$ cat config.mk
export PLATFORM = sky130hd
export DESIGN_NAME = pwm_out_b_deadband
export DESIGN_NICKNAME = d
export VERILOG_FILES = /design/src/pkg/pwm_db_pkg.sv /design/src/hw/pwm_out_b_deadband.sv
export SDC_FILE = /design/constraint.sdc
export NUM_CORES = 1
export LEC_CHECK = 0
export ABC_CLOCK_PERIOD_IN_PS = 2440
export BUFFER_PORTS_ARGS = -buffer_cell sky130_fd_sc_hd__buf_2
export CAP_MARGIN = 20
export CORE_MARGIN = 8
export CORE_UTILIZATION = 51
export DETAILED_ROUTE_END_ITERATION = 8
export GPL_TIMING_DRIVEN = 0
export PLACE_DENSITY = 0.79
export SLEW_MARGIN = 20
export SYNTH_ARGS = -nofsm -noshare
export SYNTH_HDL_FRONTEND = slang
export SYNTH_SLANG_ARGS = --single-unit
$ cat constraint.sdc
create_clock -name i_clock -period 2.44 [get_ports i_clock]
set_input_delay 0.244 -clock i_clock [delete_from_list [all_inputs] [get_ports i_clock]]
set_output_delay 0.244 -clock i_clock [all_outputs]
set_load 0.01 [all_outputs]
$ cat src/pkg/pwm_db_pkg.sv
// Purpose : Shared constants and types for the second-output action and dead-band block
// Assumes : Register offsets are byte addresses on a 12-bit register port
// Notes   : Reserved register bits read as zero
package pwm_db_pkg;

	// ==========================================================
	// Register offsets
	localparam logic [11:0] OFF_GEN0_OUT_B  = 12'h064;
	localparam logic [11:0] OFF_DB0_CONTROL = 12'h068;
	localparam logic [11:0] OFF_DB0_RISE    = 12'h06C;
	localparam logic [11:0] OFF_DB0_FALL    = 12'h070;
	localparam logic [11:0] OFF_GEN1_OUT_B  = 12'h0A4;
	localparam logic [11:0] OFF_DB1_CONTROL = 12'h0A8;
	localparam logic [11:0] OFF_DB1_RISE    = 12'h0AC;
	localparam logic [11:0] OFF_DB1_FALL    = 12'h0B0;
	localparam logic [11:0] OFF_STATUS      = 12'h0C0;

	// ==========================================================
	// Field layout
	localparam int ACT_ZERO_LSB    = 0;
	localparam int ACT_LOAD_LSB    = 2;
	localparam int ACT_CMP_A_U_LSB = 4;
	localparam int ACT_CMP_A_D_LSB = 6;
	localparam int ACT_CMP_B_U_LSB = 8;
	localparam int ACT_CMP_B_D_LSB = 10;
	localparam int ACT_W           = 12;
	localparam int DB_ENABLE_BIT   = 0;
	localparam int DELAY_W         = 12;
	localparam int STAT_DB_LSB     = 0;
	localparam int STAT_OUT_B_LSB  = 4;

	// ==========================================================
	// Reset values
	localparam logic [ACT_W-1:0]   ACT_RESET   = 12'h000;
	localparam logic [DELAY_W-1:0] DELAY_RESET = 12'h000;
	localparam logic               DB_EN_RESET = 1'b0;
	localparam logic [31:0]        RD_ZERO     = 32'h0000_0000;

	// ==========================================================
	// Action codes
	typedef enum logic [1:0]
	{
		ACT_NONE   = 2'h0,
		ACT_INVERT = 2'h1,
		ACT_LOW    = 2'h2,
		ACT_HIGH   = 2'h3
	} action_e;

	// ==========================================================
	// Counter and comparator events of one generator unit
	typedef struct packed
	{
		logic        zero;
		logic        load;
		logic        cmp_a;
		logic        cmp_b;
		logic        count_down;
		logic        mode_updown;
		logic [15:0] load_value;
		logic [15:0] cmp_a_value;
		logic [15:0] cmp_b_value;
	} unit_events_s;

endpackage

$ cat src/hw/pwm_out_b_deadband.sv
// Purpose : Second-output action logic and dead-band generator for two units
// Assumes : Event pulses come from the counter and comparators, one cycle each
// Notes   : Summary of operation below
//
// Summary of operation
// - Down mode: up compare events never occur
// - Zero or load beats any compare
// - Compare B beats compare A
// - Bits 11:10: compare B down action
// - Bits 9:8: compare B up, up/down only
// - Bits 7:6: compare A down action
// - Bits 5:4: compare A up, up/down only
// - Bits 3:2: load event action
// - Bits 1:0: zero event action
// - Disabled: A to out0, B to out1
// - Enabled: out0 is A, rise delayed
// - Enabled: out1 is A, fall delayed
// - Control bit 0 enables, resets clear
// - Rise delay: 12-bit tick count
// - Fall delay: 12-bit tick count
// - Rise delay swallows short high pulses
// - Fall delay swallows short low pulses
// - Unit 1 drives outputs 2 and 3
// - Reserved bits read zero, writes ignored
// - Codes: keep, invert, low, high
// - Compare above load never matches
//
// Local design decision: the plain strobed port.
`timescale 1ns/1ps

module pwm_out_b_deadband #(
	parameter int UNITS = 2
) (
	input  wire logic                    i_clock,
	input  wire logic                    i_srst,
	input  wire logic [11:0]             i_addr,
	input  wire logic [31:0]             i_wr_data,
	input  wire logic                    i_wr_stb,
	input  wire logic                    i_rd_stb,
	output logic      [31:0]             o_rd_data,
	input  pwm_db_pkg::unit_events_s     i_events [UNITS],
	input  wire logic [UNITS-1:0]        i_first_action,
	output logic      [UNITS-1:0]        o_second_action,
	output logic      [2*UNITS-1:0]      o_deadband
);

	// ==========================================================
	// Helpers
	function automatic logic apply_action(input logic cur, input logic [1:0] code);
		logic res;
		res = cur;
		case (code)
			pwm_db_pkg::ACT_NONE:   res = cur;
			pwm_db_pkg::ACT_INVERT: res = ~cur;
			pwm_db_pkg::ACT_LOW:    res = 1'b0;
			pwm_db_pkg::ACT_HIGH:   res = 1'b1;
			default:                res = cur;
		endcase
		return res;
	endfunction

	function automatic logic [1:0] field(input logic [pwm_db_pkg::ACT_W-1:0] act, input int lsb);
		return act[lsb +: 2];
	endfunction

	// Unit u owns one register of each kind, at a fixed offset per unit
	function automatic logic unit_hit(input logic [11:0] addr, input int u,
		input logic [11:0] off0, input logic [11:0] off1);
		logic hit;
		hit = 1'b0;
		case (u)
			0:       hit = (addr == off0);
			1:       hit = (addr == off1);
			default: hit = 1'b0;
		endcase
		return hit;
	endfunction

	// ==========================================================
	// Registers
	logic [pwm_db_pkg::ACT_W-1:0]   act_q  [UNITS];
	logic                           en_q   [UNITS];
	logic [pwm_db_pkg::DELAY_W-1:0] rise_q [UNITS];
	logic [pwm_db_pkg::DELAY_W-1:0] fall_q [UNITS];
	logic [31:0]                    rd_q;

	// Each setting has its own process so a decode slip stays local
	always_ff @(posedge i_clock)
	begin
		for (int u = 0; u < UNITS; u++)
		begin
			if (i_srst)
			begin
				act_q[u] <= pwm_db_pkg::ACT_RESET;
			end
			else if (i_wr_stb && unit_hit(i_addr, u, pwm_db_pkg::OFF_GEN0_OUT_B,
				pwm_db_pkg::OFF_GEN1_OUT_B))
			begin
				// Only the defined fields are stored; reserved bits are dropped
				act_q[u] <= i_wr_data[pwm_db_pkg::ACT_W-1:0];
			end
		end
	end

	always_ff @(posedge i_clock)
	begin
		for (int u = 0; u < UNITS; u++)
		begin
			if (i_srst)
			begin
				en_q[u] <= pwm_db_pkg::DB_EN_RESET;
			end
			else if (i_wr_stb && unit_hit(i_addr, u, pwm_db_pkg::OFF_DB0_CONTROL,
				pwm_db_pkg::OFF_DB1_CONTROL))
			begin
				en_q[u] <= i_wr_data[pwm_db_pkg::DB_ENABLE_BIT];
			end
		end
	end

	always_ff @(posedge i_clock)
	begin
		for (int u = 0; u < UNITS; u++)
		begin
			if (i_srst)
			begin
				rise_q[u] <= pwm_db_pkg::DELAY_RESET;
			end
			else if (i_wr_stb && unit_hit(i_addr, u, pwm_db_pkg::OFF_DB0_RISE,
				pwm_db_pkg::OFF_DB1_RISE))
			begin
				rise_q[u] <= i_wr_data[pwm_db_pkg::DELAY_W-1:0];
			end
		end
	end

	always_ff @(posedge i_clock)
	begin
		for (int u = 0; u < UNITS; u++)
		begin
			if (i_srst)
			begin
				fall_q[u] <= pwm_db_pkg::DELAY_RESET;
			end
			else if (i_wr_stb && unit_hit(i_addr, u, pwm_db_pkg::OFF_DB0_FALL,
				pwm_db_pkg::OFF_DB1_FALL))
			begin
				fall_q[u] <= i_wr_data[pwm_db_pkg::DELAY_W-1:0];
			end
		end
	end

	// ==========================================================
	// Read port, data valid the cycle after the strobe only
	always_ff @(posedge i_clock)
	begin
		if (i_srst)
		begin
			rd_q <= pwm_db_pkg::RD_ZERO;
		end
		else if (i_rd_stb)
		begin
			rd_q <= pwm_db_pkg::RD_ZERO;
			case (i_addr)
				pwm_db_pkg::OFF_GEN0_OUT_B:  rd_q[pwm_db_pkg::ACT_W-1:0]   <= act_q[0];
				pwm_db_pkg::OFF_DB0_CONTROL: rd_q[pwm_db_pkg::DB_ENABLE_BIT] <= en_q[0];
				pwm_db_pkg::OFF_DB0_RISE:    rd_q[pwm_db_pkg::DELAY_W-1:0] <= rise_q[0];
				pwm_db_pkg::OFF_DB0_FALL:    rd_q[pwm_db_pkg::DELAY_W-1:0] <= fall_q[0];
				pwm_db_pkg::OFF_GEN1_OUT_B:  rd_q[pwm_db_pkg::ACT_W-1:0]   <= act_q[1];
				pwm_db_pkg::OFF_DB1_CONTROL: rd_q[pwm_db_pkg::DB_ENABLE_BIT] <= en_q[1];
				pwm_db_pkg::OFF_DB1_RISE:    rd_q[pwm_db_pkg::DELAY_W-1:0] <= rise_q[1];
				pwm_db_pkg::OFF_DB1_FALL:    rd_q[pwm_db_pkg::DELAY_W-1:0] <= fall_q[1];
				pwm_db_pkg::OFF_STATUS:
				begin
					rd_q[pwm_db_pkg::STAT_DB_LSB +: 2*UNITS]  <= o_deadband;
					rd_q[pwm_db_pkg::STAT_OUT_B_LSB +: UNITS] <= o_second_action;
				end
				default: ;
			endcase
		end
		else
		begin
			rd_q <= pwm_db_pkg::RD_ZERO;
		end
	end

	assign o_rd_data = rd_q;

	// ==========================================================
	// Second-output action logic
	logic [UNITS-1:0] out_b_q;
	logic [UNITS-1:0] out_b_d;

	always_comb
	begin
		logic       cmp_a_ok;
		logic       cmp_b_ok;
		logic [1:0] code;
		cmp_a_ok = 1'b0;
		cmp_b_ok = 1'b0;
		code     = pwm_db_pkg::ACT_NONE;
		for (int u = 0; u < UNITS; u++)
		begin
			// A comparator set above the load value never fires
			cmp_a_ok = i_events[u].cmp_a
				&& (i_events[u].cmp_a_value <= i_events[u].load_value);
			cmp_b_ok = i_events[u].cmp_b
				&& (i_events[u].cmp_b_value <= i_events[u].load_value);
			// Up-count compare events exist only in up/down mode
			if (!i_events[u].count_down && !i_events[u].mode_updown)
			begin
				cmp_a_ok = 1'b0;
				cmp_b_ok = 1'b0;
			end
			if (i_events[u].zero)
				code = field(act_q[u], pwm_db_pkg::ACT_ZERO_LSB);
			else if (i_events[u].load)
				code = field(act_q[u], pwm_db_pkg::ACT_LOAD_LSB);
			else if (cmp_b_ok)
				code = i_events[u].count_down
					? field(act_q[u], pwm_db_pkg::ACT_CMP_B_D_LSB)
					: field(act_q[u], pwm_db_pkg::ACT_CMP_B_U_LSB);
			else if (cmp_a_ok)
				code = i_events[u].count_down
					? field(act_q[u], pwm_db_pkg::ACT_CMP_A_D_LSB)
					: field(act_q[u], pwm_db_pkg::ACT_CMP_A_U_LSB);
			else
				code = pwm_db_pkg::ACT_NONE;
			out_b_d[u] = apply_action(out_b_q[u], code);
		end
	end

	always_ff @(posedge i_clock)
	begin
		if (i_srst)
		begin
			out_b_q <= '0;
		end
		else
		begin
			out_b_q <= out_b_d;
		end
	end

	assign o_second_action = out_b_q;

	// ==========================================================
	// Dead-band generator
	// Counters track how long the first output has been high or low,
	// saturating so that a full-scale delay still holds off the edge
	localparam logic [pwm_db_pkg::DELAY_W-1:0] CNT_MAX = '1;

	logic [pwm_db_pkg::DELAY_W-1:0] high_cnt_q [UNITS];
	logic [pwm_db_pkg::DELAY_W-1:0] low_cnt_q  [UNITS];
	logic [UNITS-1:0]               lead_q;
	logic [UNITS-1:0]               trail_q;
	logic [2*UNITS-1:0]             db_w;

	always_ff @(posedge i_clock)
	begin
		for (int u = 0; u < UNITS; u++)
		begin
			if (i_srst)
			begin
				high_cnt_q[u] <= '0;
			end
			else if (!i_first_action[u])
			begin
				high_cnt_q[u] <= '0;
			end
			else if (high_cnt_q[u] != CNT_MAX)
			begin
				high_cnt_q[u] <= high_cnt_q[u] + 1'b1;
			end
		end
	end

	always_ff @(posedge i_clock)
	begin
		for (int u = 0; u < UNITS; u++)
		begin
			if (i_srst)
			begin
				low_cnt_q[u] <= '0;
			end
			else if (i_first_action[u])
			begin
				low_cnt_q[u] <= '0;
			end
			else if (low_cnt_q[u] != CNT_MAX)
			begin
				low_cnt_q[u] <= low_cnt_q[u] + 1'b1;
			end
		end
	end

	// Lead output: rising edge held back by the rise delay
	always_ff @(posedge i_clock)
	begin
		for (int u = 0; u < UNITS; u++)
		begin
			if (i_srst)
			begin
				lead_q[u] <= 1'b0;
			end
			else if (en_q[u])
			begin
				// A high pulse no longer than the delay never shows
				lead_q[u] <= i_first_action[u]
					&& (high_cnt_q[u] >= rise_q[u]);
			end
			else
			begin
				// Delay settings are not looked at while disabled
				lead_q[u] <= i_first_action[u];
			end
		end
	end

	// Trail output: falling edge held back by the fall delay
	always_ff @(posedge i_clock)
	begin
		for (int u = 0; u < UNITS; u++)
		begin
			if (i_srst)
			begin
				trail_q[u] <= 1'b0;
			end
			else if (en_q[u])
			begin
				// A low pulse no longer than the delay never shows
				trail_q[u] <= i_first_action[u]
					|| (low_cnt_q[u] < fall_q[u]);
			end
			else
			begin
				// Second action output passes only while disabled
				trail_q[u] <= out_b_q[u];
			end
		end
	end

	// Outputs pair up per unit: lead on the even bit, trail on the odd one
	always_comb
	begin
		for (int u = 0; u < UNITS; u++)
		begin
			db_w[2*u]   = lead_q[u];
			db_w[2*u+1] = trail_q[u];
		end
	end

	assign o_deadband = db_w;

endmodule

Yosys cells after proc, flatten, opt, wreduce, memory -nomap -nowiden --
Memories as Yosys holds them, arrays and structs flattened. Cells that the tools add are included.
Cells by class: $add $sub $neg 4, mux-type cells 103, equality and inequality tests 19, $mul 0, bitwise operators 19, shift operators 0, reductions and logical operators 25, divide/modulo/power cells 0, magnitude comparators 8
Operator list (number):
- 12-bit two-way mux | 14
- 1-bit two-way mux | 72
- 16-bit <= comparator | 4
- 12-bit by 8-bit == test with 1-bit output (second input constant) | 5
- 12-bit by 1-bit adder with 12-bit output (second input constant) | 4
- 12-bit by 7-bit == test with 1-bit output (second input constant) | 4
- 12-bit != test (second input constant) | 4
- 6-bit case mux with 6 select lines | 1
- 5-bit case mux with 7 select lines | 1
- 12-bit greater-or-equal comparator | 2
- 12-bit < comparator | 2
- 2-bit two-way mux | 12
- 1-bit logical AND | 16
- 1-bit bitwise OR | 16
- 1-bit case mux with 9 select lines | 1
- 2-bit == test (second input constant) | 4
- 1-bit case mux with 3 select lines | 2
- 2-bit by 1-bit == test with 1-bit output (second input constant) | 2
- 1-bit logical NOT | 4
- 2-bit logical NOT | 2
- 1-bit inverter | 3
- 1-bit logical OR | 2
- 2-bit OR reduction | 1
Storage, ports and cells: memories kept 6, logic and storage cells 190, input bits 158, memory bits (writable) 122, output and inout bits 38, bits in latches 0, memory bits (read-only) 0, bits in registers 38
Memories:
- act_q | depth 2, bits a word 12, read ports 2, clocked after Yosys merged registers in 0, wr ports 2, line pwm_out_b_deadband.sv:81 | logic [pwm_db_pkg::ACT_W-1:0] act_q [UNITS];
- fall_q | depth 2, bits a word 12, read ports 2, clocked after Yosys merged registers in 0, wr ports 2, line pwm_out_b_deadband.sv:84 | logic [pwm_db_pkg::DELAY_W-1:0] fall_q [UNITS];
- high_cnt_q | depth 2, bits a word 12, read ports 2, clocked after Yosys merged registers in 0, wr ports 2, line pwm_out_b_deadband.sv:253 | logic [pwm_db_pkg::DELAY_W-1:0] high_cnt_q [UNITS];
- low_cnt_q | depth 2, bits a word 12, read ports 2, clocked after Yosys merged registers in 0, wr ports 2, line pwm_out_b_deadband.sv:254 | logic [pwm_db_pkg::DELAY_W-1:0] low_cnt_q [UNITS];
- rise_q | depth 2, bits a word 12, read ports 2, clocked after Yosys merged registers in 0, wr ports 2, line pwm_out_b_deadband.sv:83 | logic [pwm_db_pkg::DELAY_W-1:0] rise_q [UNITS];
- en_q | depth 2, bits a word 1, read ports 2, clocked after Yosys merged registers in 0, wr ports 2, line pwm_out_b_deadband.sv:82 | logic en_q [UNITS];

Depth between registers and ports, before layout --
Gate-level depths: netlist of the first run.
depth in word-level cells 9, depth in mapped cells 10, gate-level depth less buffers 10

Worst setup path before layout of the first run --
Ideal clock, no wire load.
path type input-to-reg, start point in i_addr[9], end point mem rise_q[1][0] in the netlist's numbering (enable), setup time 383 ps, data required time 2057 ps, arrival 1977 ps, slack 79 ps, buffers on the path 1, stages on the path 6, path through nor4_1 nand2_1 nor2_1 nand2_1 clkbuf_1 o21bai_1
RTL lines:
- start: declaration | line pwm_out_b_deadband.sv:36 | input wire logic [11:0] i_addr,
- end: declaration | line pwm_out_b_deadband.sv:83

==> impl_results.md, run 1 <==
* Multi-input logic area at 0.00501 mm²
* HP Start: i_first_action[1]
* Crit share post-route at 93.8%
* Design area at 0.0113 mm²
* Number of I/O port buffers at 152
* WHS Path Cells at 2
* Hold Crit Endpoint: low_cnt_q[1][10]
* Global route overflow at 0
* Vias at ~7.7k
* Root Driver: clkbuf_16
* Switching pwr at 1.49 mW
* Final slew viol count at 0
* Die Y at 152 µm
* WHS at 0.187 ns
* Ordered list of cells on the worst path: buf_2 -> nor4_1 -> nand2_1 -> nor3_1 -> clkbuf_1 -> a21o_2
* Leak Pwr at approximately 5.3 nW
* Setup repair after global routing missed its margin: true
* Worst r2r dst: lead_q[0]
* Post-CTS Resized at 5
* Status: completed
* Slew @ Worst Pin at ~0.86 ns
* Hold Buf Count CTS at 0
* Commonest non-fill, non-tap cell in the layout: buf_2
* 1st-iter DRT viols at 582
* Crit-path max cell delay at 0.50 ns
* Post-Place Worst Slack at -0.677 ns
* Yosys warnings at 0
* Fmax at 437 MHz
* Nets@finish at ~1.4k
* Sequential fraction of the synthesis area at about 42%
* R2r worst-path depth at 10
* Average size of a mapped cell at between 9 and 10 µm²
* Post-CTS Setup Bufs at 0
* Power share of the sequential group at 44.2%
* I/O pin total at around 200
* Worst-path maximum fanout at 12
* Reg-to-Reg Start: high_cnt_q[0][0]
* Number of global-route vias before repair at 7648
* Worst path required time at 2.53 ns
* Final setup margin at 0.151 ns
* CP Capture Type: flop
* Clk slew on worst S/H paths at 0.06 ns
* Wire per inst at 17.2 µm
* H-tree Lvls at 4
* Die area at 0.0232 mm²
* Post-Synthesis Cell Area at around 0.0095 mm²
* Crit path arrival time at 2.38 ns
* CP Class: input pin to flop
* Global-route wire length before repair at around 38000 µm
* Number of flops mapped to enable cells by yosys at 122
* Clk_lat worst skew at around 0.42 ns
* Site Rows at 50
* PwrDens at roughly 550 mW/mm²
* Async SR Flop Fraction at 0%
* Mapped Cells at 982
* Synth Register Bits at between 100 and 150
* Sw frac at between 20% and 30%
* Area growth syn-to-layout at 19.0%
* Total track usage at roughly a fifth
* Cell variety after synth at 52
* Tightest Hold Check Type: input pin to flop
* Register cell area after layout at around 0.004 mm²
* Core Region at roughly 0.019 mm²
* Most frequent cells in the layout: buf_2, edfxtp_1, ha_1
* Crit. Startpoint: i_addr[9]
* Post-DRT Antenna Nets at 0
* Initial antenna violation count at 0
* Final TNS setup at 0 ns
* CTS tree: yes
* 1st-pass router iterations at 6
* Clock sinks at 140
* Maxcap violations at 0
* Slew margin rel. at a little over two fifths
* Largest net degree at the start of global routing at 17
* Routability congestion estimate at just over 0.9
* Die width at between 150 and 200 µm
* Startpoint type of the worst setup path: input pin
* DP Area at about 0.011 mm²
* DP Cell Count at 1387
* CP max stage cell: nor4_1
* FILL cells at 1528
* R2R Setup Slk at 0.22 ns
* Cell Int Power at approximately 4.7 mW
* Final cell count without fillers at 1419
* Synth Flop Type: edfxtp_1
* Vias per cell at ~5.4
* Fin util at 61.0%
* Number of inserted diodes at 0
* Initial Util at 51.3%
* Clock power share at about 44%
* Final setup violation count at 0
* Hold Vio Cnt, Final at 0
* Clk_skew at between 0.01 and 0.015 ns
* Share of cells above drive strength 1 at 18.1%
* Total Wirelength at roughly 24000 µm
* Min cycle time layout at 2.29 ns
* Max VDD drop at ~0.51 mV
* Post-layout power at slightly above 6 mW
* DRC at 0
* Clock tree buffer depth at 2
* Num CTS Buffers at 17
* Detailed Place HPWL at 19100 µm
* Comb power frac at between 10% and 20%
==> per-layer routing <==
| layer | up-vias | part of all wire (%) | GRT usage, % |
|---|---|---|---|
| li1 | 3814 | - | - |
| met4 | 0 | 2.7 | 6.79 |
| met5 | - | 0 | 0 |
| met1 | 3574 | 40 | 24.8 |
| met2 | 270 | 50 | 36.4 |
| met3 | 51 | 6.9 | 3.74 |
==> synthesized netlist by cell type, types with 5 or more instances <==
cell type    n  area share [%]
edfxtp_1   122              39
ha_1       114              15
nor2_1     103             4.1
inv_1       93             3.7
a21oi_1     68             3.6
and2_1      67             4.4
nand2_1     57             2.3
nand3_1     29             1.5
mux2i_1     25             2.6
o21ai_0     25             1.3
xor2_1      24             2.2
a21o_1      21             1.7
buf_4       20             1.6
clkbuf_1    20            0.79
nor3_1      19             1.0
and3_1      18             1.2
dfxtp_1     18             3.8
nand2b_1    18             1.2
xnor2_1     16             1.5
nand4_1     15            0.99
nor2b_1     12            0.79
a31oi_1      8            0.53
nor4_1       8            0.53
a211oi_1     7            0.55
o21a_1       7            0.55
o21bai_1     5            0.40
==> power groups by stage <==
stage / clock [mW] / sequential, mW / combinational, mW
floorplan: 0 / 2.75 / 0.419
global placement: 0 / 2.78 / 0.667
detailed placement: 0 / 2.78 / 0.688
CTS: 2.75 / 2.73 / 0.697
global route: 2.85 / 2.74 / 0.792
finish: 2.74 / 2.73 / 0.704
==> worst max-delay path by stage <==
stage | cells past startpoint | end
finish | 6 | fall_q[1][8]
global route | 10 | lead_q[0]
CTS | 6 | fall_q[0][10]
detailed placement | 7 | rise_q[0][5]
global placement | 5 | rise_q[0][4]
floorplan | 6 | rise_q[1][0]
==> registers in the layout (all words and copies together) (netlist names) <==
| register | flops |
|---|---|
| o_rd_data | 12 |
| lead_q | 2 |
| act_q | 24 |
| rise_q | 24 |
| fall_q | 24 |
| high_cnt_q | 24 |
| low_cnt_q | 24 |
| trail_q | 2 |
| o_second_action | 2 |
| en_q | 2 |
==> worst max-delay path, delay by kind of cell <==
kind | cells | cell delay [ns]
buf+inv | 2 | 0.56
compound gates | 1 | 0.39
simple gates | 3 | 1.19
==> layout make-up <==
class	instances	share of cell area, %
Multi-Input combinational cell	724	44.3
Sequential cell	140	35.6
Timing Repair Buffer	152	6.73
Clock buffer	18	3.80
Inverter	93	3.09
Tap cell	234	2.59
Buffer	44	2.14
Clock inverter	14	1.72
==> logic make-up after synthesis <==
family,Yosys count,synth area share (%)
XOR/XNOR,40,3.69
multiplexers,26,2.75
other,1,0.0395
AO/OA/AOI/OAI,166,10.8
adder cells (fa/ha/maj),114,15.0
AND/OR/NAND/NOR,358,19.1
flip-flops,140,42.4
buffers and inverters,137,6.21
Note: power is estimated with default switching activity, not from simulation.
==> run 2, diff against run 1 <==
ABC_CLOCK_PERIOD_IN_PS = 2900   (was 2440)
CORE_ASPECT_RATIO = 2   (was default)
CORE_UTILIZATION = 60   (was 51)
PLACE_DENSITY = 0.87   (was 0.79)
clock period = 2.9 ns   (was 2.44 ns; I/O delays follow)
==> run 2 against run 1 <==
  * Cell count decreased by 2.2%
  * Critical path depth unchanged
  * Largest cell class unchanged
  * Clock skew fell by 0.0019 ns
  * Utilization rose by 10 points
  * Sequential share of layout area grew 0.47 points
  * Sequential cell count unchanged
  * Final area down 1.3%
  * Global-route usage is 4.6 points higher
  * Largest power group is now sequential cells
  * Via count up 5.7%
  * Die area decreased by 12%
  * Register-to-register slack improved by 0.40 ns
  * Clock power fell by 26%
==> impl_results.md, run 2 (synthesis results as in run 1) <==
* Final cell count without fillers at 1388 (-2.2%)
* Slew @ Worst Pin at 0.847 ns (-0.0161 ns)
* Hold Vio Cnt, Final at 0 (unchanged)
* Sw frac at 26.7% (+2.5 points)
* Detailed Place HPWL at 20100 µm (+5.2%)
* Most frequent cells in the layout: buf_2, edfxtp_1, ha_1
* I/O pin total at 196 (unchanged)
* Number of global-route vias before repair at 8399 (+9.8%)
* DP Cell Count at 1354 (-2.4%)
* DP Area at 0.0106 mm² (-0.39%)
* Initial Util at 60.8% (+9.5 points)
* Total Wirelength at 26000 µm (+6.1%)
* 1st-iter DRT viols at 634 (+8.9%)
* Number of I/O port buffers at 152 (unchanged)
* Crit share post-route at between 90% and 100%
* CP Capture Type: flop
* Global route overflow at 0 (unchanged)
* Site Rows at 65 (+30%)
* Wire per inst at 18.7 µm (+8.5%)
* Fin util at 71.4% (+10 points)
* Post-Place Worst Slack at -0.351 ns (+0.326 ns)
* DRC at 0 (unchanged)
* Status: completed
* Final slew viol count at 0 (unchanged)
* Commonest non-fill, non-tap cell in the layout: buf_2
* Nets@finish at 1444 (unchanged)
* 1st-pass router iterations at 5 (-1)
* FILL cells at 1099 (-28%)
* Clk slew on worst S/H paths at 0.06 ns (about the same)
* Global-route wire length before repair at 41000 µm (+6.7%)
* Ordered list of cells on the worst path: buf_2 -> nor4_1 -> nand2_1 -> nor3_1 -> clkbuf_1 -> a21o_1
* Vias at 8150 (+5.7%)
* Crit-path max cell delay at 0.60 ns (+0.10 ns)
* Cell Int Power at 3.62 mW (-23%)
* Crit path arrival time at 2.79 ns (+0.41 ns)
* Max VDD drop at 0.517 mV (+0.49%)
* CP Class: input pin to flop
* Design area at 0.0112 mm² (-1.3%)
* Largest net degree at the start of global routing at 17 (unchanged)
* Worst path required time at 2.95 ns (+0.42 ns)
* Tightest Hold Check Type: input pin to flop
* Die area at 0.0203 mm² (-12%)
* Multi-input logic area at 0.00497 mm² (-0.77%)
* CP max stage cell: nor3_1
* Clk_lat worst skew at 0.42 ns (about the same)
* Worst-path maximum fanout at 12 (unchanged)
* Final setup violation count at 0 (unchanged)
* CTS tree: yes
* Worst r2r dst: lead_q[0]
* Leak Pwr at 5.22 nW (-0.76%)
* Final setup margin at 0.161 ns (+0.00987 ns)
* Maxcap violations at 0 (unchanged)
* Share of cells above drive strength 1 at 17.9% (-0.17 points)
* Comb power frac at 12.0% (+0.6 points)
* Core Region at 0.0156 mm² (-16%)
* H-tree Lvls at 4 (unchanged)
* HP Start: i_first_action[1]
* Setup repair after global routing missed its margin: false
* Die Y at 194 µm (+27%)
* Num CTS Buffers at 17 (unchanged)
* Clock tree buffer depth at 2 (unchanged)
* Clock sinks at 140 (unchanged)
* Vias per cell at 5.87 (+8.1%)
* Register cell area after layout at 0.00402 mm² (unchanged)
* Hold Crit Endpoint: low_cnt_q[1][10]
* Startpoint type of the worst setup path: input pin
* R2r worst-path depth at 10 (unchanged)
* Clock power share at 41.3% (-3.1 points)
* Post-layout power at 4.94 mW (-20%)
* Area growth syn-to-layout at 17.4%
* R2R Setup Slk at 0.62 ns (+0.40 ns)
* WHS Path Cells at 2 (unchanged)
* Initial antenna violation count at 2 (+2)
* Power share of the sequential group at 46.7% (+2.5 points)
* Slew margin rel. at 43.4% (+1.1 points)
* Total track usage at 25.1% (+4.6 points)
* Hold Buf Count CTS at 0 (unchanged)
* Reg-to-Reg Start: high_cnt_q[0][0]
* Root Driver: clkbuf_16
* Min cycle time layout at 2.74 ns
* Routability congestion estimate at 0.961 (+3.6%)
* Die width at 105 µm (-31%)
* Post-DRT Antenna Nets at 0 (unchanged)
* Clk_skew at 0.0108 ns (-0.00189 ns)
* Fmax at 365 MHz
* Post-CTS Setup Bufs at 0 (unchanged)
* Post-CTS Resized at 0 (-5)
* PwrDens at 443 mW/mm² (-19%)
* Switching pwr at 1.32 mW (-12%)
## run 2: cell types whose count changed in the layout (fill, tap and decap cells not counted), moves of 2 or more
cell | before | now
a21o_1 | 19 | 21
a21o_2 | 2 | 0
bufinv_16 | 4 | 0
diode_2 | 0 | 2
inv_6 | 3 | 8
o21bai_2 | 0 | 4
o21bai_4 | 4 | 0
## run 2: worst max path at each step
stage	from	to	depth (start not counted)
global placement	i_srst	rise_q[0][5]	5
detailed placement	i_addr[9]	rise_q[1][2]	7
global route	i_addr[9]	fall_q[1][4]	6
CTS	i_addr[9]	rise_q[1][6]	7
finish	i_addr[9]	fall_q[1][4]	6
floorplan	i_addr[9]	rise_q[1][0]	6
## run 2: area by class of cell
| cell class | count | share of cell area, % |
|---|---|---|
| diodes | 2 | 0.0449 |
| plain buffers | 44 | 2.15 |
| clock buffers | 17 | 3.82 |
| clock inverters | 15 | 1.14 |
| inverters | 93 | 3.13 |
| multi-input cells | 724 | 44.5 |
| flip-flops and latches | 140 | 36.1 |
| well taps | 201 | 2.26 |
| repair buffers | 152 | 6.82 |
## run 2: critical path, delay by kind of cell
family / cells / cell delay, ns
AO/OA/AOI/OAI: 1 / 0.53
buffers and inverters: 2 / 0.58
AND/OR/NAND/NOR: 3 / 1.39
## run 2: power by group through the flow
stage          Clock (mW)  Sequential [mW]  Combinational [mW]
2_1_floorplan           0             2.32               0.353
3_3_place_gp            0             2.34               0.551
3_5_place_dp            0             2.34               0.578
4_1_cts              2.05             2.30               0.584
5_1_grt              2.12             2.31               0.665
6_report             2.04             2.30               0.592
## run 2: metal layers
layer  global-route usage (%)  vias up  share of wire (%)
li1                         -     3819                  -
met1                     27.8     3809                 36
met2                     43.2      428                 49
met3                     6.06       94                9.6
met4                     13.3        0                4.7
met5                        0        -                  0
## run 2: metrics by stage
step / TNS [ns] / hold WS (ns)
floorplan: 0 / 0.486
global placement: -5.24 / 0.582
detailed placement: -16.12 / 0.583
CTS: 0 / 0.206
global route: 0 / 0.237
finish: 0 / 0.221
==> run 3, diff against run 2 <==
MAX_ROUTING_LAYER = met4   (was default)
==> run 3 against run 2 <==
  * Sequential cell count did not move
  * Die area did not move
  * Critical endpoint unchanged
  * Count of clock-buffer cells in the layout did not move
  * Critical path depth fell by 1
  * Cell count did not move
  * Largest power group unchanged
  * Utilization rose by 0.24 points
==> impl_results.md, run 3 (synthesis results as in run 1) <==
* Status: completed
* Startpoint type of the worst setup path: input pin
* Power share of the sequential group at 45.2% (-1.5 points)
* Site Rows at 65 (unchanged)
* Clock sinks at 140 (unchanged)
* Total track usage at 26.2% (+1.1 points)
* 1st-pass router iterations at 5 (unchanged)
* Initial Util at 60.8% (unchanged)
* Core Region at 0.0156 mm² (unchanged)
* Die area at 0.0203 mm² (unchanged)
* Initial antenna violation count at 2 (unchanged)
* Commonest non-fill, non-tap cell in the layout: buf_2
* Total Wirelength at 26300 µm (+1.2%)
* Final TNS setup at 0 ns (unchanged)
* R2R Setup Slk at 0.60 ns (-0.02 ns)
* Cell Int Power at 3.78 mW (+4.5%)
* Final setup violation count at 0 (unchanged)
* Global-route wire length before repair at 41200 µm (+0.57%)
* Worst path required time at 2.96 ns (about the same)
* Number of global-route vias before repair at 8448 (+0.58%)
* Vias per cell at 5.82 (-0.96%)
* Vias at 8072 (-0.96%)
* Die Y at 194 µm (unchanged)
* Clock power share at 43.0% (+1.7 points)
* Post-DRT Antenna Nets at 0 (unchanged)
* Fmax at 386 MHz (+5.6%)
* Post-CTS Setup Bufs at 0 (unchanged)
* Setup repair after global routing missed its margin: false
* Clk_lat worst skew at 0.43 ns (about the same)
* Routability congestion estimate at 0.974 (+1.4%)
* Clk slew on worst S/H paths at 0.06 ns (about the same)
* DRC at 0 (unchanged)
* Clock tree buffer depth at 2 (unchanged)
* Nets@finish at 1444 (unchanged)
* Worst-path maximum fanout at 12 (unchanged)
* Largest net degree at the start of global routing at 17 (unchanged)
* Die width at 105 µm (unchanged)
* 1st-iter DRT viols at 533 (-16%)
* Most frequent cells in the layout: buf_2, edfxtp_1, ha_1
* Detailed Place HPWL at 20600 µm (+2.4%)
* Number of I/O port buffers at 152 (unchanged)
* Wire per inst at 18.9 µm (+1.2%)
* Switching pwr at 1.31 mW (-0.55%)
* Global route overflow at 0 (unchanged)
* Tightest Hold Check Type: input pin to flop
* Maxcap violations at 0 (unchanged)
* Comb power frac at 11.8% (-0.2 points)
* I/O pin total at 196 (unchanged)
* Clk_skew at 0.00917 ns (-0.00161 ns)
* Crit share post-route at 89.4% (-5.0 points)
* Sw frac at 25.7% (-0.95 points)
* CP Capture Type: flop
* Root Driver: clkbuf_16
* Leak Pwr at 5.25 nW (+0.61%)
* Min cycle time layout at 2.59 ns (-0.146 ns)
* Slew margin rel. at 47.1% (+3.7 points)
* H-tree Lvls at 4 (unchanged)
* Share of cells above drive strength 1 at 17.9% (unchanged)
* Hold Buf Count CTS at 0 (unchanged)
* Num CTS Buffers at 17 (unchanged)
* Final slew viol count at 0 (unchanged)
* Area growth syn-to-layout at 17.8%
* CTS tree: yes
* Post-CTS Resized at 0 (unchanged)
* Max VDD drop at 0.445 mV (-14%)
* Fin util at 71.7% (+0.24 points)
* Slew @ Worst Pin at 0.793 ns (-0.0539 ns)
* CP Class: input pin to flop
* Hold Vio Cnt, Final at 0 (unchanged)
* PwrDens at 455 mW/mm² (+2.8%)
* Crit path arrival time at 2.65 ns (-0.14 ns)
-- run 3: critical path, cell delays in order --
cell      delay (ns)
buf_2           0.10
clkbuf_1        0.54
clkbuf_1        0.67
clkbuf_1        0.54
a21o_1          0.50
-- run 3: layout make-up --
| type | count | area [µm²] |
|---|---|---|
| antenna | 2 | 5.00 |
| buffer | 44 | 240 |
| clock buffer | 17 | 425 |
| clock inverter | 15 | 165 |
| fill | 1161 | 4430 |
| inverter | 93 | 349 |
| multi-input combinational | 724 | 4970 |
| sequential | 140 | 4020 |
| tap | 201 | 251 |
| timing repair buffer | 152 | 761 |
-- run 3: worst paths after layout --
check	start	endpoint	depth (start not counted)
max	i_srst	fall_q[1][4]	5
min	i_first_action[1]	low_cnt_q[1][10]	2
max reg2reg	high_cnt_q[0][0]	lead_q[0]	10
min reg2reg	fall_q[0][7]	o_rd_data[7]	2
-- run 3: routing by layer --
| metal | wire length [µm] | global-route usage (%) |
|---|---|---|
| met4 | 1170 | 13.3 |
| met2 | 13200 | 44.2 |
| met1 | 9660 | 28.6 |
| met5 | 0 | - |
| met3 | 2220 | 4.96 |
-- run 3: power by group through the flow --
stage                     Sequential, mW  Clock [mW]  Combinational (mW)
after detailed placement            2.34           0               0.588
after global routing                2.31        2.26               0.670
final                               2.30        2.19               0.600
after global placement              2.34           0               0.552
after floorplan                     2.32           0               0.353
after CTS                           2.30        2.18               0.592
-- run 3: metrics by stage --
step / power (mW) / setup slack [ns] / hold WS [ns] / area, µm² / cells
after floorplan: 2.67 / 0.493 / 0.486 / 9570 / 1001
after global placement: 2.89 / -0.203 / 0.582 / 10600 / 1354
after detailed placement: 2.93 / -0.224 / 0.559 / 10600 / 1354
after CTS: 5.07 / 0.181 / 0.212 / 11200 / 1386
after global routing: 5.24 / 0.127 / 0.246 / 11200 / 1388
final: 5.09 / 0.307 / 0.229 / 11200 / 1388
